<file path="src/ddcs_pkg.sv">
package ddcs_pkg;

    // Register indices; the byte address is four times the index
    localparam logic [11:0] DDCS_IDX_CONTROL   = 12'h310;
    localparam logic [11:0] DDCS_IDX_INSEL     = 12'h311;
    localparam logic [11:0] DDCS_IDX_NCOCTL    = 12'h314;
    localparam logic [13:0] DDCS_ADDR_CONTROL  = 14'(DDCS_IDX_CONTROL * 4);
    localparam logic [13:0] DDCS_ADDR_INSEL    = 14'(DDCS_IDX_INSEL * 4);
    localparam logic [13:0] DDCS_ADDR_NCOCTL   = 14'(DDCS_IDX_NCOCTL * 4);
    localparam logic [13:0] DDCS_ADDR_STATUS   = 14'h0CA0;

    // Reset values
    localparam logic [7:0] DDCS_RST_CONTROL = 8'h00;
    localparam logic [7:0] DDCS_RST_INSEL   = 8'h00;
    localparam logic [7:0] DDCS_RST_NCOCTL  = 8'h00;

    // Field positions
    localparam int DDCS_CTL_C2R_BIT   = 3;
    localparam int DDCS_INS_I_BIT     = 0;
    localparam int DDCS_INS_Q_BIT     = 2;
    localparam logic [7:0] DDCS_INSEL_WMASK = 8'hF5;

    // Decimation field codes
    localparam logic [2:0] DDCS_DEC_EXT = 3'h7;

    // Channel select modes
    localparam logic [3:0] DDCS_MODE_REG    = 4'h0;
    localparam logic [3:0] DDCS_MODE_PINS0  = 4'h1;
    localparam logic [3:0] DDCS_MODE_PINS1  = 4'h2;
    localparam logic [3:0] DDCS_MODE_EDGE_A0 = 4'h8;
    localparam logic [3:0] DDCS_MODE_EDGE_B1 = 4'hB;

    // Stage enable bundle
    typedef struct packed {
        logic hb1;
        logic hb2;
        logic hb3;
        logic hb4;
        logic tb1;
        logic tb2;
        logic fb2;
    } ddcs_stages_t;

    // Decoded chain: stages, ratio, legality
    typedef struct packed {
        ddcs_stages_t stages;
        logic [5:0]   ratio;
        logic         valid;
    } ddcs_chain_t;

    // Four select pins
    typedef struct packed {
        logic b1;
        logic b0;
        logic a1;
        logic a0;
    } ddcs_pins_t;

endpackage

</file>
<file path="src/ddcs_top.sv">
`timescale 1ns/1ps
`default_nettype none
//////////////////////////////////////////////////////////////////////////////
module ddcs_top (
    input  wire logic                 pclk,
    input  wire logic                 presetn,
    input  wire logic                 psel,
    input  wire logic                 penable,
    input  wire logic                 pwrite,
    input  wire logic [13:0]          paddr,
    input  wire logic [31:0]          pwdata,
    input  wire logic [3:0]           pstrb,
    output logic      [31:0]          prdata,
    output logic                      pready,
    output logic                      pslverr,
    input  wire ddcs_pkg::ddcs_pins_t select_pins,
    output ddcs_pkg::ddcs_stages_t    stage_enable,
    output logic      [5:0]           decimation_ratio,
    output logic                      decimation_valid,
    output logic                      real_output,
    output logic                      quadrature_valid,
    output logic                      freq_shift_enable,
    output logic                      i_from_channel_b,
    output logic                      q_from_channel_b,
    output logic      [3:0]           nco_channel
);
    import ddcs_pkg::*;

    typedef struct packed {
        logic [7:0]   ctl;
        logic [7:0]   insel;
        logic [7:0]   ncoctl;
        logic [31:0]  rdata;
        logic         ready;
        logic         err;
        logic         real_out;
        logic         q_valid;
        logic         shift_en;
        logic         i_b;
        logic         q_b;
        logic [3:0]   chan;
    } ddcs_top_state_t;

    ddcs_top_state_t s_q;
    ddcs_top_state_t s_d;

    ddcs_chain_t chain;
    logic [3:0]  edge_count;
    logic        edge_mode;
    logic        edge_pin;
    logic [3:0]  mode;

    //////////////////////////////////////////////////////////////////////////
    // Decimation chain decoder, registered inside
    ddcs_chain_decode u_decode (
        .clk      (pclk),
        .rst_n    (presetn),
        .dec_code (s_q.ctl[2:0]),
        .ext_code (s_q.insel[7:4]),
        .c2r      (s_q.ctl[DDCS_CTL_C2R_BIT]),
        .chain    (chain)
    );

    //////////////////////////////////////////////////////////////////////////
    // Edge-counting channel selection
    assign mode      = s_q.ncoctl[7:4];
    assign edge_mode = (mode >= DDCS_MODE_EDGE_A0) && (mode <= DDCS_MODE_EDGE_B1);

    // Pin per mode: A0, A1, B0, B1
    always_comb begin
        unique case (mode[1:0])
            2'h0: edge_pin = select_pins.a0;
            2'h1: edge_pin = select_pins.a1;
            2'h2: edge_pin = select_pins.b0;
            2'h3: edge_pin = select_pins.b1;
        endcase
    end

    ddcs_chan_counter u_counter (
        .clk     (pclk),
        .rst_n   (presetn),
        .enable  (edge_mode),
        .pin     (edge_pin),
        .wrap_at (s_q.ncoctl[3:0]),
        .count   (edge_count)
    );

    //////////////////////////////////////////////////////////////////////////
    // APB slave, configuration and derived outputs
    always_comb begin
        logic        acc;
        logic [13:0] a;
        logic        hit;
        logic [7:0]  rd;
        acc = psel && penable && !s_q.ready;
        a   = paddr;
        hit = 1'b1;
        rd  = 8'h00;
        s_d = s_q;
        s_d.ready = acc;
        s_d.err   = 1'b0;

        // Read data and decode; one wait state per access
        unique case (a)
            DDCS_ADDR_CONTROL: rd = s_q.ctl;
            DDCS_ADDR_INSEL:   rd = s_q.insel & DDCS_INSEL_WMASK;
            DDCS_ADDR_NCOCTL:  rd = s_q.ncoctl;
            DDCS_ADDR_STATUS:  rd = {chain.valid, 3'h0, s_q.chan};
            default:           hit = 1'b0;
        endcase

        if (acc) begin
            s_d.err   = !hit;
            s_d.rdata = pwrite ? 32'h0000_0000 : {24'h00_0000, rd};
        end

        // Write lands on the completing edge, when the master samples pready
        if (psel && penable && s_q.ready && pwrite && pstrb[0]) begin
            unique case (a)
                DDCS_ADDR_CONTROL: s_d.ctl    = pwdata[7:0];
                DDCS_ADDR_INSEL:   s_d.insel  = pwdata[7:0] & DDCS_INSEL_WMASK;
                DDCS_ADDR_NCOCTL:  s_d.ncoctl = pwdata[7:0];
                default:           s_d.ctl    = s_q.ctl; // Status or unmapped: no write
            endcase
        end

        // Output form: real drops Q and enables extra shift
        s_d.real_out = s_q.ctl[DDCS_CTL_C2R_BIT];
        s_d.shift_en = s_q.ctl[DDCS_CTL_C2R_BIT];
        s_d.q_valid  = !s_q.ctl[DDCS_CTL_C2R_BIT];

        // Input routing, 0 is channel A
        s_d.i_b = s_q.insel[DDCS_INS_I_BIT];
        s_d.q_b = s_q.insel[DDCS_INS_Q_BIT];

        // Channel source by mode; unlisted modes fall back to register field
        if (mode == DDCS_MODE_PINS0) begin
            s_d.chan = {2'b00, select_pins.b0, select_pins.a0};
        end else if (mode == DDCS_MODE_PINS1) begin
            s_d.chan = {2'b00, select_pins.b1, select_pins.a1};
        end else if (edge_mode) begin
            s_d.chan = edge_count;
        end else begin
            s_d.chan = s_q.ncoctl[3:0];
        end
    end

    always_ff @(posedge pclk or negedge presetn) begin
        if (!presetn) begin
            s_q        <= '0;
            s_q.ctl    <= DDCS_RST_CONTROL;
            s_q.insel  <= DDCS_RST_INSEL;
            s_q.ncoctl <= DDCS_RST_NCOCTL;
            s_q.q_valid <= 1'b1;
        end else begin
            s_q <= s_d;
        end
    end

    assign prdata            = s_q.rdata;
    assign pready            = s_q.ready;
    assign pslverr           = s_q.err;
    assign stage_enable      = chain.stages;
    assign decimation_ratio  = chain.ratio;
    assign decimation_valid  = chain.valid;
    assign real_output       = s_q.real_out;
    assign quadrature_valid  = s_q.q_valid;
    assign freq_shift_enable = s_q.shift_en;
    assign i_from_channel_b  = s_q.i_b;
    assign q_from_channel_b  = s_q.q_b;
    assign nco_channel       = s_q.chan;
endmodule
`default_nettype wire

</file>
<file path="src/ddcs_chain_decode.sv">
`timescale 1ns/1ps
`default_nettype none
module ddcs_chain_decode
    import ddcs_pkg::*;
(
    input  wire logic        clk,
    input  wire logic        rst_n,
    input  wire logic [2:0]  dec_code,
    input  wire logic [3:0]  ext_code,
    input  wire logic        c2r,
    output ddcs_pkg::ddcs_chain_t chain
);
    typedef struct packed {
        ddcs_chain_t chain;
    } ddcs_dec_state_t;

    ddcs_dec_state_t s_q;
    ddcs_dec_state_t s_d;

    // Table of stage chains; complex ratio halved for real output except on TB1 chains
    always_comb begin
        ddcs_stages_t st;
        logic [5:0]   cplx;
        logic         half_ok;
        st      = '0;
        cplx    = 6'h00;
        half_ok = 1'b1;
        s_d     = s_q;
        unique case (dec_code)
            3'h0: begin st.hb1 = 1'b1; st.hb2 = 1'b1; cplx = 6'h04; end
            3'h1: begin st.hb1 = 1'b1; st.hb2 = 1'b1; st.hb3 = 1'b1; cplx = 6'h08; end
            3'h2: begin st.hb1 = 1'b1; st.hb2 = 1'b1; st.hb3 = 1'b1; st.hb4 = 1'b1;
                cplx = 6'h10;
            end
            3'h3: begin st.hb1 = 1'b1; cplx = 6'h02; end
            3'h4: begin st.hb1 = 1'b1; st.tb2 = 1'b1; cplx = 6'h06; end
            3'h5: begin st.hb1 = 1'b1; st.hb2 = 1'b1; st.tb2 = 1'b1; cplx = 6'h0C; end
            3'h6: begin st.hb1 = 1'b1; st.hb2 = 1'b1; st.hb3 = 1'b1; st.tb2 = 1'b1;
                cplx = 6'h18;
            end
            3'h7: begin
                // Upper nibble only counts here
                unique case (ext_code)
                    4'h0: begin st.hb1 = 1'b1; st.hb2 = 1'b1; st.hb3 = 1'b1;
                        st.hb4 = 1'b1; st.tb2 = 1'b1; cplx = 6'h30;
                    end
                    4'h2: begin st.fb2 = 1'b1; st.hb1 = 1'b1; cplx = 6'h0A; end
                    4'h3: begin st.fb2 = 1'b1; st.hb1 = 1'b1; st.hb2 = 1'b1;
                        cplx = 6'h14;
                    end
                    4'h4: begin st.fb2 = 1'b1; st.hb1 = 1'b1; st.hb2 = 1'b1;
                        st.hb3 = 1'b1; cplx = 6'h28;
                    end
                    4'h7: begin st.tb1 = 1'b1; cplx = 6'h03; half_ok = 1'b0; end
                    4'h8: begin st.tb1 = 1'b1; st.fb2 = 1'b1; cplx = 6'h0F;
                        half_ok = 1'b0;
                    end
                    4'h9: begin st.tb1 = 1'b1; st.fb2 = 1'b1; st.hb2 = 1'b1;
                        cplx = 6'h1E; half_ok = 1'b0;
                    end
                    default: begin st = '0; cplx = 6'h00; end
                endcase
            end
        endcase
        s_d.chain.stages = st;
        s_d.chain.valid  = (cplx != 6'h00) && !(c2r && !half_ok);
        // Real output halves the ratio where the chain allows it
        s_d.chain.ratio  = (c2r && half_ok) ? {1'b0, cplx[5:1]} : cplx;
    end

    always_ff @(posedge clk or negedge rst_n) begin
        if (!rst_n) begin
            s_q <= '0;
        end else begin
            s_q <= s_d;
        end
    end

    assign chain = s_q.chain;
endmodule
`default_nettype wire

</file>
<file path="src/ddcs_chan_counter.sv">
`timescale 1ns/1ps
`default_nettype none
module ddcs_chan_counter
    import ddcs_pkg::*;
(
    input  wire logic       clk,
    input  wire logic       rst_n,
    input  wire logic       enable,
    input  wire logic       pin,
    input  wire logic [3:0] wrap_at,
    output logic      [3:0] count
);
    typedef struct packed {
        logic       pin_prev;
        logic [3:0] cnt;
    } ddcs_cnt_state_t;

    ddcs_cnt_state_t s_q;
    ddcs_cnt_state_t s_d;

    // Rising edge steps the counter, wrapping after the limit
    always_comb begin
        s_d          = s_q;
        s_d.pin_prev = pin;
        if (!enable) begin
            s_d.cnt = 4'h0;
        end else if (pin && !s_q.pin_prev) begin
            s_d.cnt = (s_q.cnt >= wrap_at) ? 4'h0 : s_q.cnt + 4'h1;
        end
    end

    always_ff @(posedge clk or negedge rst_n) begin
        if (!rst_n) begin
            s_q <= '0;
        end else begin
            s_q <= s_d;
        end
    end

    assign count = s_q.cnt;
endmodule
`default_nettype wire

</file>
<file path="config.mk">
export PLATFORM = sky130hd
export DESIGN_NAME = ddcs_top
export DESIGN_NICKNAME = d
export VERILOG_FILES = /design/src/ddcs_pkg.sv /design/src/ddcs_top.sv /design/src/ddcs_chain_decode.sv /design/src/ddcs_chan_counter.sv
export SDC_FILE = /design/constraint.sdc
export NUM_CORES = 1
export LEC_CHECK = 0
export BUFFER_PORTS_ARGS = -buffer_cell sky130_fd_sc_hd__buf_2
export CAP_MARGIN = 10
export CORE_MARGIN = 2
export CORE_UTILIZATION = 40
export DETAILED_ROUTE_END_ITERATION = 12
export GPL_TIMING_DRIVEN = 0
export PLACE_DENSITY = 0.65
export SYNTH_ARGS = -nofsm -noshare
export SYNTH_HDL_FRONTEND = slang
export SYNTH_SLANG_ARGS = --single-unit
export TNS_END_PERCENT = 100
</file>
<file path="constraint.sdc">
create_clock -name pclk -period 4.4 [get_ports pclk]
set_clock_uncertainty 0.15 [all_clocks]
set_input_delay 0.66 -clock pclk [delete_from_list [all_inputs] [get_ports pclk]]
set_output_delay 0.66 -clock pclk [all_outputs]
set_load 0.01 [all_outputs]
</file>
After elaboration in Yosys (flattened, before gate mapping) --
Index checks and enable logic that the tools add are counted. W data, S select, Z words.
Operators by class: add/subtract/negate cells 1, magnitude comparators 3, eq/ne operators 23, mux-type cells 29, reductions and logical operators 33
Operators with widths (number):
- $eq A14 B12 Y1 const B | 4
- $pmux W6 S8 | 1
- $pmux W6 S7 | 1
- $pmux W8 S4 | 1
- $mux W4 | 6
- $eq A3 B3 Y1 const B | 4
- $eq A4 B2 Y1 const B | 3
- $mux W1 | 12
- $reduce_or A4 Y1 | 3
- $logic_and A1 B1 Y1 | 10
- $pmux W1 S2 | 5
- $reduce_or A5 Y1 | 2
- $reduce_or A3 Y1 | 3
- $eq A4 B3 Y1 const B | 2
- $eq A4 B4 Y1 const B | 2
- $mux W8 | 1
- $reduce_or A7 Y1 | 1
- $eq A3 B2 Y1 const B | 2
- $logic_not A1 Y1 | 6
- $mux W6 | 1
- $reduce_and A2 Y1 | 3
- $reduce_bool A6 Y1 | 1
- $add A4 B1 Y4 const B | 1
- $eq A2 B2 Y1 const B | 2
- 12 further kinds | 12
Word-level totals: flip-flop bits (word level) 83, bits of input ports 59, output and inout port bits 57, word-level logic and storage cells 111

Logic depth before layout (Yosys ltp) --
Gate-level depths: netlist (run 1).
depth in word-level cells 8, mapped depth 6, gate-level depth less buffers 6

By module --
From an unflattened synthesis (run 1), not the netlist that was laid out.
Second synthesis, totals: cells, all modules 327, area total of the unflattened synthesis 3409.5 um^2
By module, submodules not included:
- ddcs_top | times used 1, cells an instance 202, area an instance 2225.9 um^2, sequential area each 1002.2 um^2
- ddcs_chain_decode | times used 1, cells an instance 84, area an instance 785.8 um^2, sequential area each 350.3 um^2
- ddcs_chan_counter | times used 1, cells an instance 41, area an instance 397.9 um^2, sequential area each 125.1 um^2

Worst setup path before layout (run 1) --
OpenSTA, ideal clock, no wires.
kind in2reg, start input port paddr[8], end register s_q, in the netlist mode[0], setup time 0.125 ns, arrival 1.965 ns, required time 4.125 ns, path slack 2.161 ns, stages on the path 4, buffers on the path 0, path through and4bb_2 -> nand4b_4 -> nor4b_4 -> mux2_2
Between the ends: longest elaborated chain between the ends 2
Ends and longest elaborated chain:
- start: declaration | RTL line ddcs_top.sv:10 | input wire logic [13:0] paddr,
- $eq A14 B12 Y1 | RTL line ddcs_top.sv:119 | unique case (a)
- $reduce_and A2 Y1 (no source line)
- end: declaration | RTL line ddcs_top.sv:44 | ddcs_top_state_t s_q;
Every way passes these cells. A chain may end at the register's enable or synchronous reset.

Worst setup path after layout (run 1) --
start input port paddr[5], end register s_q[57] (netlist bit)
Same word-level chain as after synthesis.

==> flow_metrics.py, run 1 <==
metrics = {
    "synth": {
        "synth_seq_cells": 59,
        "synth_edf_count": 0,
        "syn_inst": 307,
        "postSynthAreaPerCell_um2": 10.7,
        "ys_types": 60,
        "ys_warn_count": 0,
        "synthesis.area_um2": 3300,
        "ys_seq_area_frac": 0.448,
        "yosys_most_used_dff": "dfrtp_1",
        "synthArstFlopShare": 1.00,
    },
    "die": {
        "pin_count": 116,
        "initial_utilization": 0.408,
        "rows": 33,
        "die_w_um": 94.8,
        "fp.dieH_um": 94.8,
        "core_um2": 8090,
        "die_area_um2": 8990,
    },
    "cts": {
        "cts_hold_buf": 0,
        "cts_max_level": 3,
        "path_clk_slew_ns": 0.07,
        "post_cts_buffers": 0,
        "cts_resized": 0,
        "cts_num_sinks": 59,
        "cts_buffers": 9,
        "clk_latency_ns": 0.34,
        "cts_max_path_buffers": 2,
        "clock-root-buffer": "clkbuf_8",
        "cts_tree": "yes",
    },
    "outcome": {
        "outcome": "finished clean",
    },
    "layout": {
        "drive_above_1_share": 0.381,
        "fin_nets": 469,
        "utilization": 0.504,
        "fillers": 799,
        "fin_area_um2": 4080,
        "area_growth_pct": 23.6,
        "antenna_cells": 0,
    },
    "routing": {
        "vias": 2554,
        "vias_per_cell": 4.97,
        "wl_per_cell_um": 14.4,
        "dr.pass1.iters": 4,
        "routed_wl_um": 7390,
        "drc_errors": 0,
        "drt-initial-drc-count": 120,
        "ant_nets": 0,
    },
    "critical_path": {
        "arrival_ns": 2.28,
        "max_stage_delay_ns": 0.55,
        "required_ns": 4.47,
        "end_kind": "flip-flop",
        "crit_path_start_kind": "primary input",
        "critPathSlowestCell": "nor4b_4",
        "cp_max_fo": 10,
        "path_cells": "buf_2 -> nor4b_4 -> nand2_1 -> nor3_4 -> mux2_2",
        "path_class": "in2reg",
    },
    "place": {
        "port_buffers": 63,
        "placed_area_um2": 3850,
        "place_ws_ns": 1.85,
        "dpl.hpwl_um": 5660,
        "place_congestion": 0.814,
    },
    "grt": {
        "grt_usage": 0.178,
        "grt_start_max_net_pins": 40,
        "antenna_found_initial": 0,
        "grt-ovfl-total": 0,
        "grt_pass1_vias": 2473,
        "grt_pass1_wl_um": 12100,
    },
    "job": {
        "drv_cap": 0,
    },
    "min_path": {
        "holdCritPathClass": "in2async",
    },
    "pwr": {
        "powerDensity_nw_per_um2": 289,
        "power_leakage_uw": 0.00206,
        "ir_drop_mv": 0.258,
    },
    "timing": {
        "hold_viol": 0,
        "setup_ws_ns": 2.19,
        "relSlewSlack": 0.576,
        "fmax_mhz": 452,
        "min_period_ns": 2.21,
        "fin_crit_sh": 0.503,
        "worst_slew_pin_slew_ns": 0.631,
        "setup_violations": 0,
        "rsz0062_at_grt": "no",
        "slew_viol_final": 0,
        "setup_tns_ns": 0,
    },
}
synth_stat cells (2+ instances only):
cell type / n / area, um^2
a21oi_1: 11 / 55.1
a221o_1: 3 / 30.0
a222oi_1: 5 / 50.1
a22o_1: 3 / 26.3
a22oi_1: 9 / 67.6
a41oi_1: 2 / 17.5
and2_1: 2 / 12.5
and4bb_2: 2 / 25.0
buf_4: 38 / 285
clkbuf_1: 9 / 33.8
dfrtp_1: 58 / 1450
ha_1: 5 / 62.6
inv_1: 10 / 37.5
mux2_2: 22 / 248
mux2i_1: 4 / 40.0
nand2_1: 19 / 71.3
nand2b_1: 7 / 43.8
nand3_1: 6 / 30.0
nand3b_1: 2 / 15.0
nor2_1: 13 / 48.8
nor2b_1: 4 / 25.0
nor3_1: 4 / 20.0
nor4b_4: 2 / 47.6
o211ai_1: 2 / 15.0
o21ai_0: 15 / 75.1
o21bai_1: 2 / 15.0
o22ai_1: 5 / 31.3
o2bb2ai_1: 2 / 17.5
o31ai_1: 2 / 15.0
or2_2: 4 / 25.0
or2b_1: 3 / 22.5
or3_1: 2 / 12.5
xor2_1: 3 / 26.3
layer usage:
metal  track usage  wire length (um)
met2         0.288              3670
met3        0.0455               307
met4        0.0700               166
met5             0                 0
met1         0.227              3250
through the flow:
stage                     instances  hold WS, ns  power, uW
after floorplan                 330        0.214        596
final                           514        0.110       1180
after global placement          498        0.242        628
after detailed placement        499        0.245        631
after CTS                       514        0.119       1200
after global routing            514        0.137       1230
power breakdown:
group          switching, uW  internal [uW]  total [uW]
clock network            212            346         558
registers               1.03            544         545
logic                   42.9           33.3        76.2
total                    255            924        1180
path summary, 6_finish.rpt:
kind	depth (start not counted)	slack, ns	from	to
max	5	2.19	paddr[5]	s_q[57]
min in group pclk	0	0.26	s_d[4]	q_from_channel_b
max reg2reg	6	2.35	u_counter.count[0]	u_counter.count[0]
max in group asynchronous	2	3.35	presetn	quadrature_valid
min	1	0.11	presetn	prdata[2]
min reg2reg	0	0.26	s_d[4]	q_from_channel_b
state kept, by name, summed over array words and instances (netlist names):
signal	cells
freq_shift_enable	1
i_from_channel_b	1
mode	4
nco_channel	4
prdata	8
pready	1
pslverr	1
q_from_channel_b	1
quadrature_valid	1
s_d	3
s_q	15
u_counter.count	4
u_counter.s_q	1
u_decode.chain	14
critical path: cells and delay by family:
family        cells  cell delay (ns)
buf+inv           1             0.13
simple gates      3             1.12
mux               1             0.38
cell usage in the layout, fill, tap and decap left out, types with 2 or more instances in the layout:
master and count:
o211ai_1 2, a21oi_1 11, nand2b_1 7, a22o_1 3
a222oi_1 5, or2_2 4, nor3_1 4, clkbuf_8 11
conb_1 24, bufinv_16 2, o22ai_1 5, buf_2 64
o2bb2ai_1 2, o31ai_1 2, o21ai_0 15, o21bai_1 2
clkbuf_1 9, mux2_2 22, mux2i_1 4, a41oi_1 2
or2b_1 3, buf_4 38, nand3b_1 2, nand2_1 19
a221o_1 3, and2_1 2, dfrtp_1 58, ha_1 5
xor2_1 3, nor2b_1 4, and4bb_2 2, nor4b_4 2
nand3_1 6, nor2_1 13, inv_1 10, or3_1 2
a22oi_1 9
cell type report:
type	count	area, um^2	area share
clock inverters	4	73.8	0.0181
repair buffers	64	335	0.0823
clock buffers	11	151	0.0371
multi-input cells	212	1540	0.378
plain buffers	49	328	0.0804
inverters	10	37.5	0.00921
flip-flops and latches	59	1480	0.362
well taps	105	131	0.0322
kinds of logic after synthesis:
| kind of cell | after synthesis | synth area share |
|---|---|---|
| compound gates | 68 | 0.145 |
| xor+xnor | 3 | 0.00797 |
| fa+ha+maj | 5 | 0.0190 |
| buf+inv | 59 | 0.111 |
| flops | 59 | 0.448 |
| mux | 27 | 0.0952 |
| other cells | 1 | 0.00114 |
| simple gates | 85 | 0.173 |
Power figures use the tool's default switching activity.
==> run 2, diff against run 1 <==
PLACE_DENSITY = 0.68   (was 0.65)
clock period = 1.94 ns   (was 4.4 ns; I/O delays follow)
==> run 2 against run 1 <==
Worst setup slack worse by 2.1 ns. Design area grew 2.9%. Via count is 2.0% higher. Die area unchanged. Combinational power grew 130%. Hold slack worse by 0.050 ns. Highest routed layer unchanged.
==> flow_metrics.py, run 2 (synthesis gave the netlist of run 1 again) <==
metrics = {
    "outcome": {
        "outcome": "finished clean",
    },
    "routing": {
        "wl_per_cell_um": 13.8,
        "drt-initial-drc-count": 121,
        "drc_errors": 0,
        "vias_per_cell": 4.95,
        "vias": 2605,
        "dr.pass1.iters": 4,
        "ant_nets": 0,
        "routed_wl_um": 7280,
    },
    "timing": {
        "relSlewSlack": 0.639,
        "fmax_mhz": 533,
        "min_period_ns": 1.88,
        "worst_slew_pin_slew_ns": 0.541,
        "rsz0062_at_grt": "yes",
        "fin_crit_sh": 0.968,
        "slew_viol_final": 0,
        "holdWs_ns": 0.0598,
        "hold_viol": 0,
        "setup_violations": 0,
    },
    "critical_path": {
        "end_kind": "flip-flop",
        "cp_max_fo": 4,
        "path_class": "reg2reg",
        "arrival_ns": 1.97,
        "required_ns": 2.03,
        "crit_path_start_kind": "flip-flop",
    },
    "cts": {
        "clock-root-buffer": "clkbuf_8",
        "cts_tree": "yes",
        "cts_buffers": 9,
        "cts_max_path_buffers": 2,
        "cts_max_level": 3,
        "clk_latency_ns": 0.34,
        "cts_num_sinks": 59,
        "path_clk_slew_ns": 0.07,
    },
    "place": {
        "port_buffers": 63,
        "place_congestion": 0.829,
        "dp_cells": 499,
        "dpl.hpwl_um": 5430,
        "placed_area_um2": 3850,
    },
    "layout": {
        "fin_area_um2": 4200,
        "multi_input_area_um2": 1590,
        "drive_above_1_share": 0.420,
        "utilization": 0.518,
        "layout_commonest_cell": "buf_2",
        "layout_common_cells": "64 x buf_2, 56 x dfrtp_1, 48 x buf_4, 24 x conb_1, 22 x mux2_2",
        "fin_cells": 526,
        "largest_reg_flops": 15,
        "antenna_cells": 0,
        "regMostFlops": "s_q",
        "area_growth_pct": 27.2,
        "fillers": 750,
        "ff_latch_area_um2": 1480,
        "fin_nets": 480,
    },
    "pwr": {
        "internal_power_uw": 1930,
        "power_frac_seq": 0.492,
        "power_leakage_uw": 0.00213,
        "powerDensity_nw_per_um2": 599,
        "ir_drop_mv": 0.363,
        "p_switching_uw": 580,
        "combPwrFrac": 0.070,
        "clkPwrFrac": 0.438,
        "p_total_uw": 2510,
        "swShare": 0.231,
    },
    "grt": {
        "grt_start_max_net_pins": 41,
        "busiest_layer": "met2",
        "grt-ovfl-total": 0,
        "grt_usage": 0.164,
        "grtUsageMet3": 0.0391,
        "antenna_found_initial": 0,
        "use_met1": 0.213,
        "grt_pass1_wl_um": 11400,
        "grt_use_met2": 0.255,
        "grt_pass1_vias": 2412,
    },
    "die": {
        "initial_utilization": 0.408,
        "die_area_um2": 8990,
        "pin_count": 116,
        "core_um2": 8090,
        "fp.dieH_um": 94.8,
        "die_w_um": 94.8,
        "rows": 33,
    },
    "job": {
        "drv_cap": 0,
    },
    "min_path": {
        "holdCritPathClass": "in2reg",
    },
}
[run 2: worst paths after layout]
path	startpoint	to	slack, ns	cells past startpoint
worst max-delay path	u_counter.count[0]	u_counter.count[0]	0.06	6
worst min-delay path	pwdata[1]	s_q[44]	0.06	2
worst max register to register	u_counter.count[0]	u_counter.count[0]	0.06	6
worst min register to register	s_d[5]	i_from_channel_b	0.26	0
max in group asynchronous	presetn	s_q[43]	0.80	3
min in group asynchronous	presetn	u_decode.chain[8]	0.28	2
[run 2: power by group through the flow]
| stage | logic (uW) | clock network [uW] | registers, uW |
|---|---|---|---|
| after floorplan | 91.0 | 0 | 1260 |
| after global placement | 165 | 0 | 1260 |
| after detailed placement | 173 | 0 | 1260 |
| after CTS | 175 | 1110 | 1240 |
| after global routing | 196 | 1180 | 1230 |
| final | 176 | 1100 | 1240 |
[run 2: timing repair]
| item | CTS | global route |
|---|---|---|
| hold buffers | 1 | 0 |
| pin swaps | 2 | 6 |
| hold endpoints to repair | 18 | 0 |
| buffers inserted | 1 | 10 |
| resized for setup | 3 | 15 |
| setup endpoints to repair | 14 | 28 |
[run 2: area by class of cell]
type | count | area share
Sequential cell | 59 | 0.353
Inverter | 10 | 0.00895
Clock buffer | 11 | 0.0337
Clock inverter | 5 | 0.0125
Tap cell | 105 | 0.0313
Timing Repair Buffer | 76 | 0.103
Multi-Input combinational cell | 212 | 0.380
Buffer | 48 | 0.0778
[run 2: through the flow]
stage	TNS [ns]	setup slack (ns)
2_1_floorplan	0	0.0695
3_3_place_gp	-4.80	-0.275
3_5_place_dp	-5.17	-0.308
4_1_cts	0	0.00843
5_1_grt	-0.0906	-0.0390
6_report	0	0.0622
[run 2: layer usage]
| layer | part of all wire | routed length (um) | up-vias |
|---|---|---|---|
| met4 | 0.025 | 182 | 0 |
| met3 | 0.068 | 492 | 17 |
| met5 | 0 | 0 | - |
| met2 | 0.46 | 3350 | 98 |
| met1 | 0.45 | 3250 | 1211 |
| li1 | - | - | 1279 |
[run 2: worst max-delay path, stage by stage, from the launching register on]
cell and delay, ns:
dfrtp_2 0.44, inv_2 0.07, ha_4 0.18, nand2b_4 0.14
a2111oi_4 0.43, o21ai_1 0.11, o31ai_1 0.26
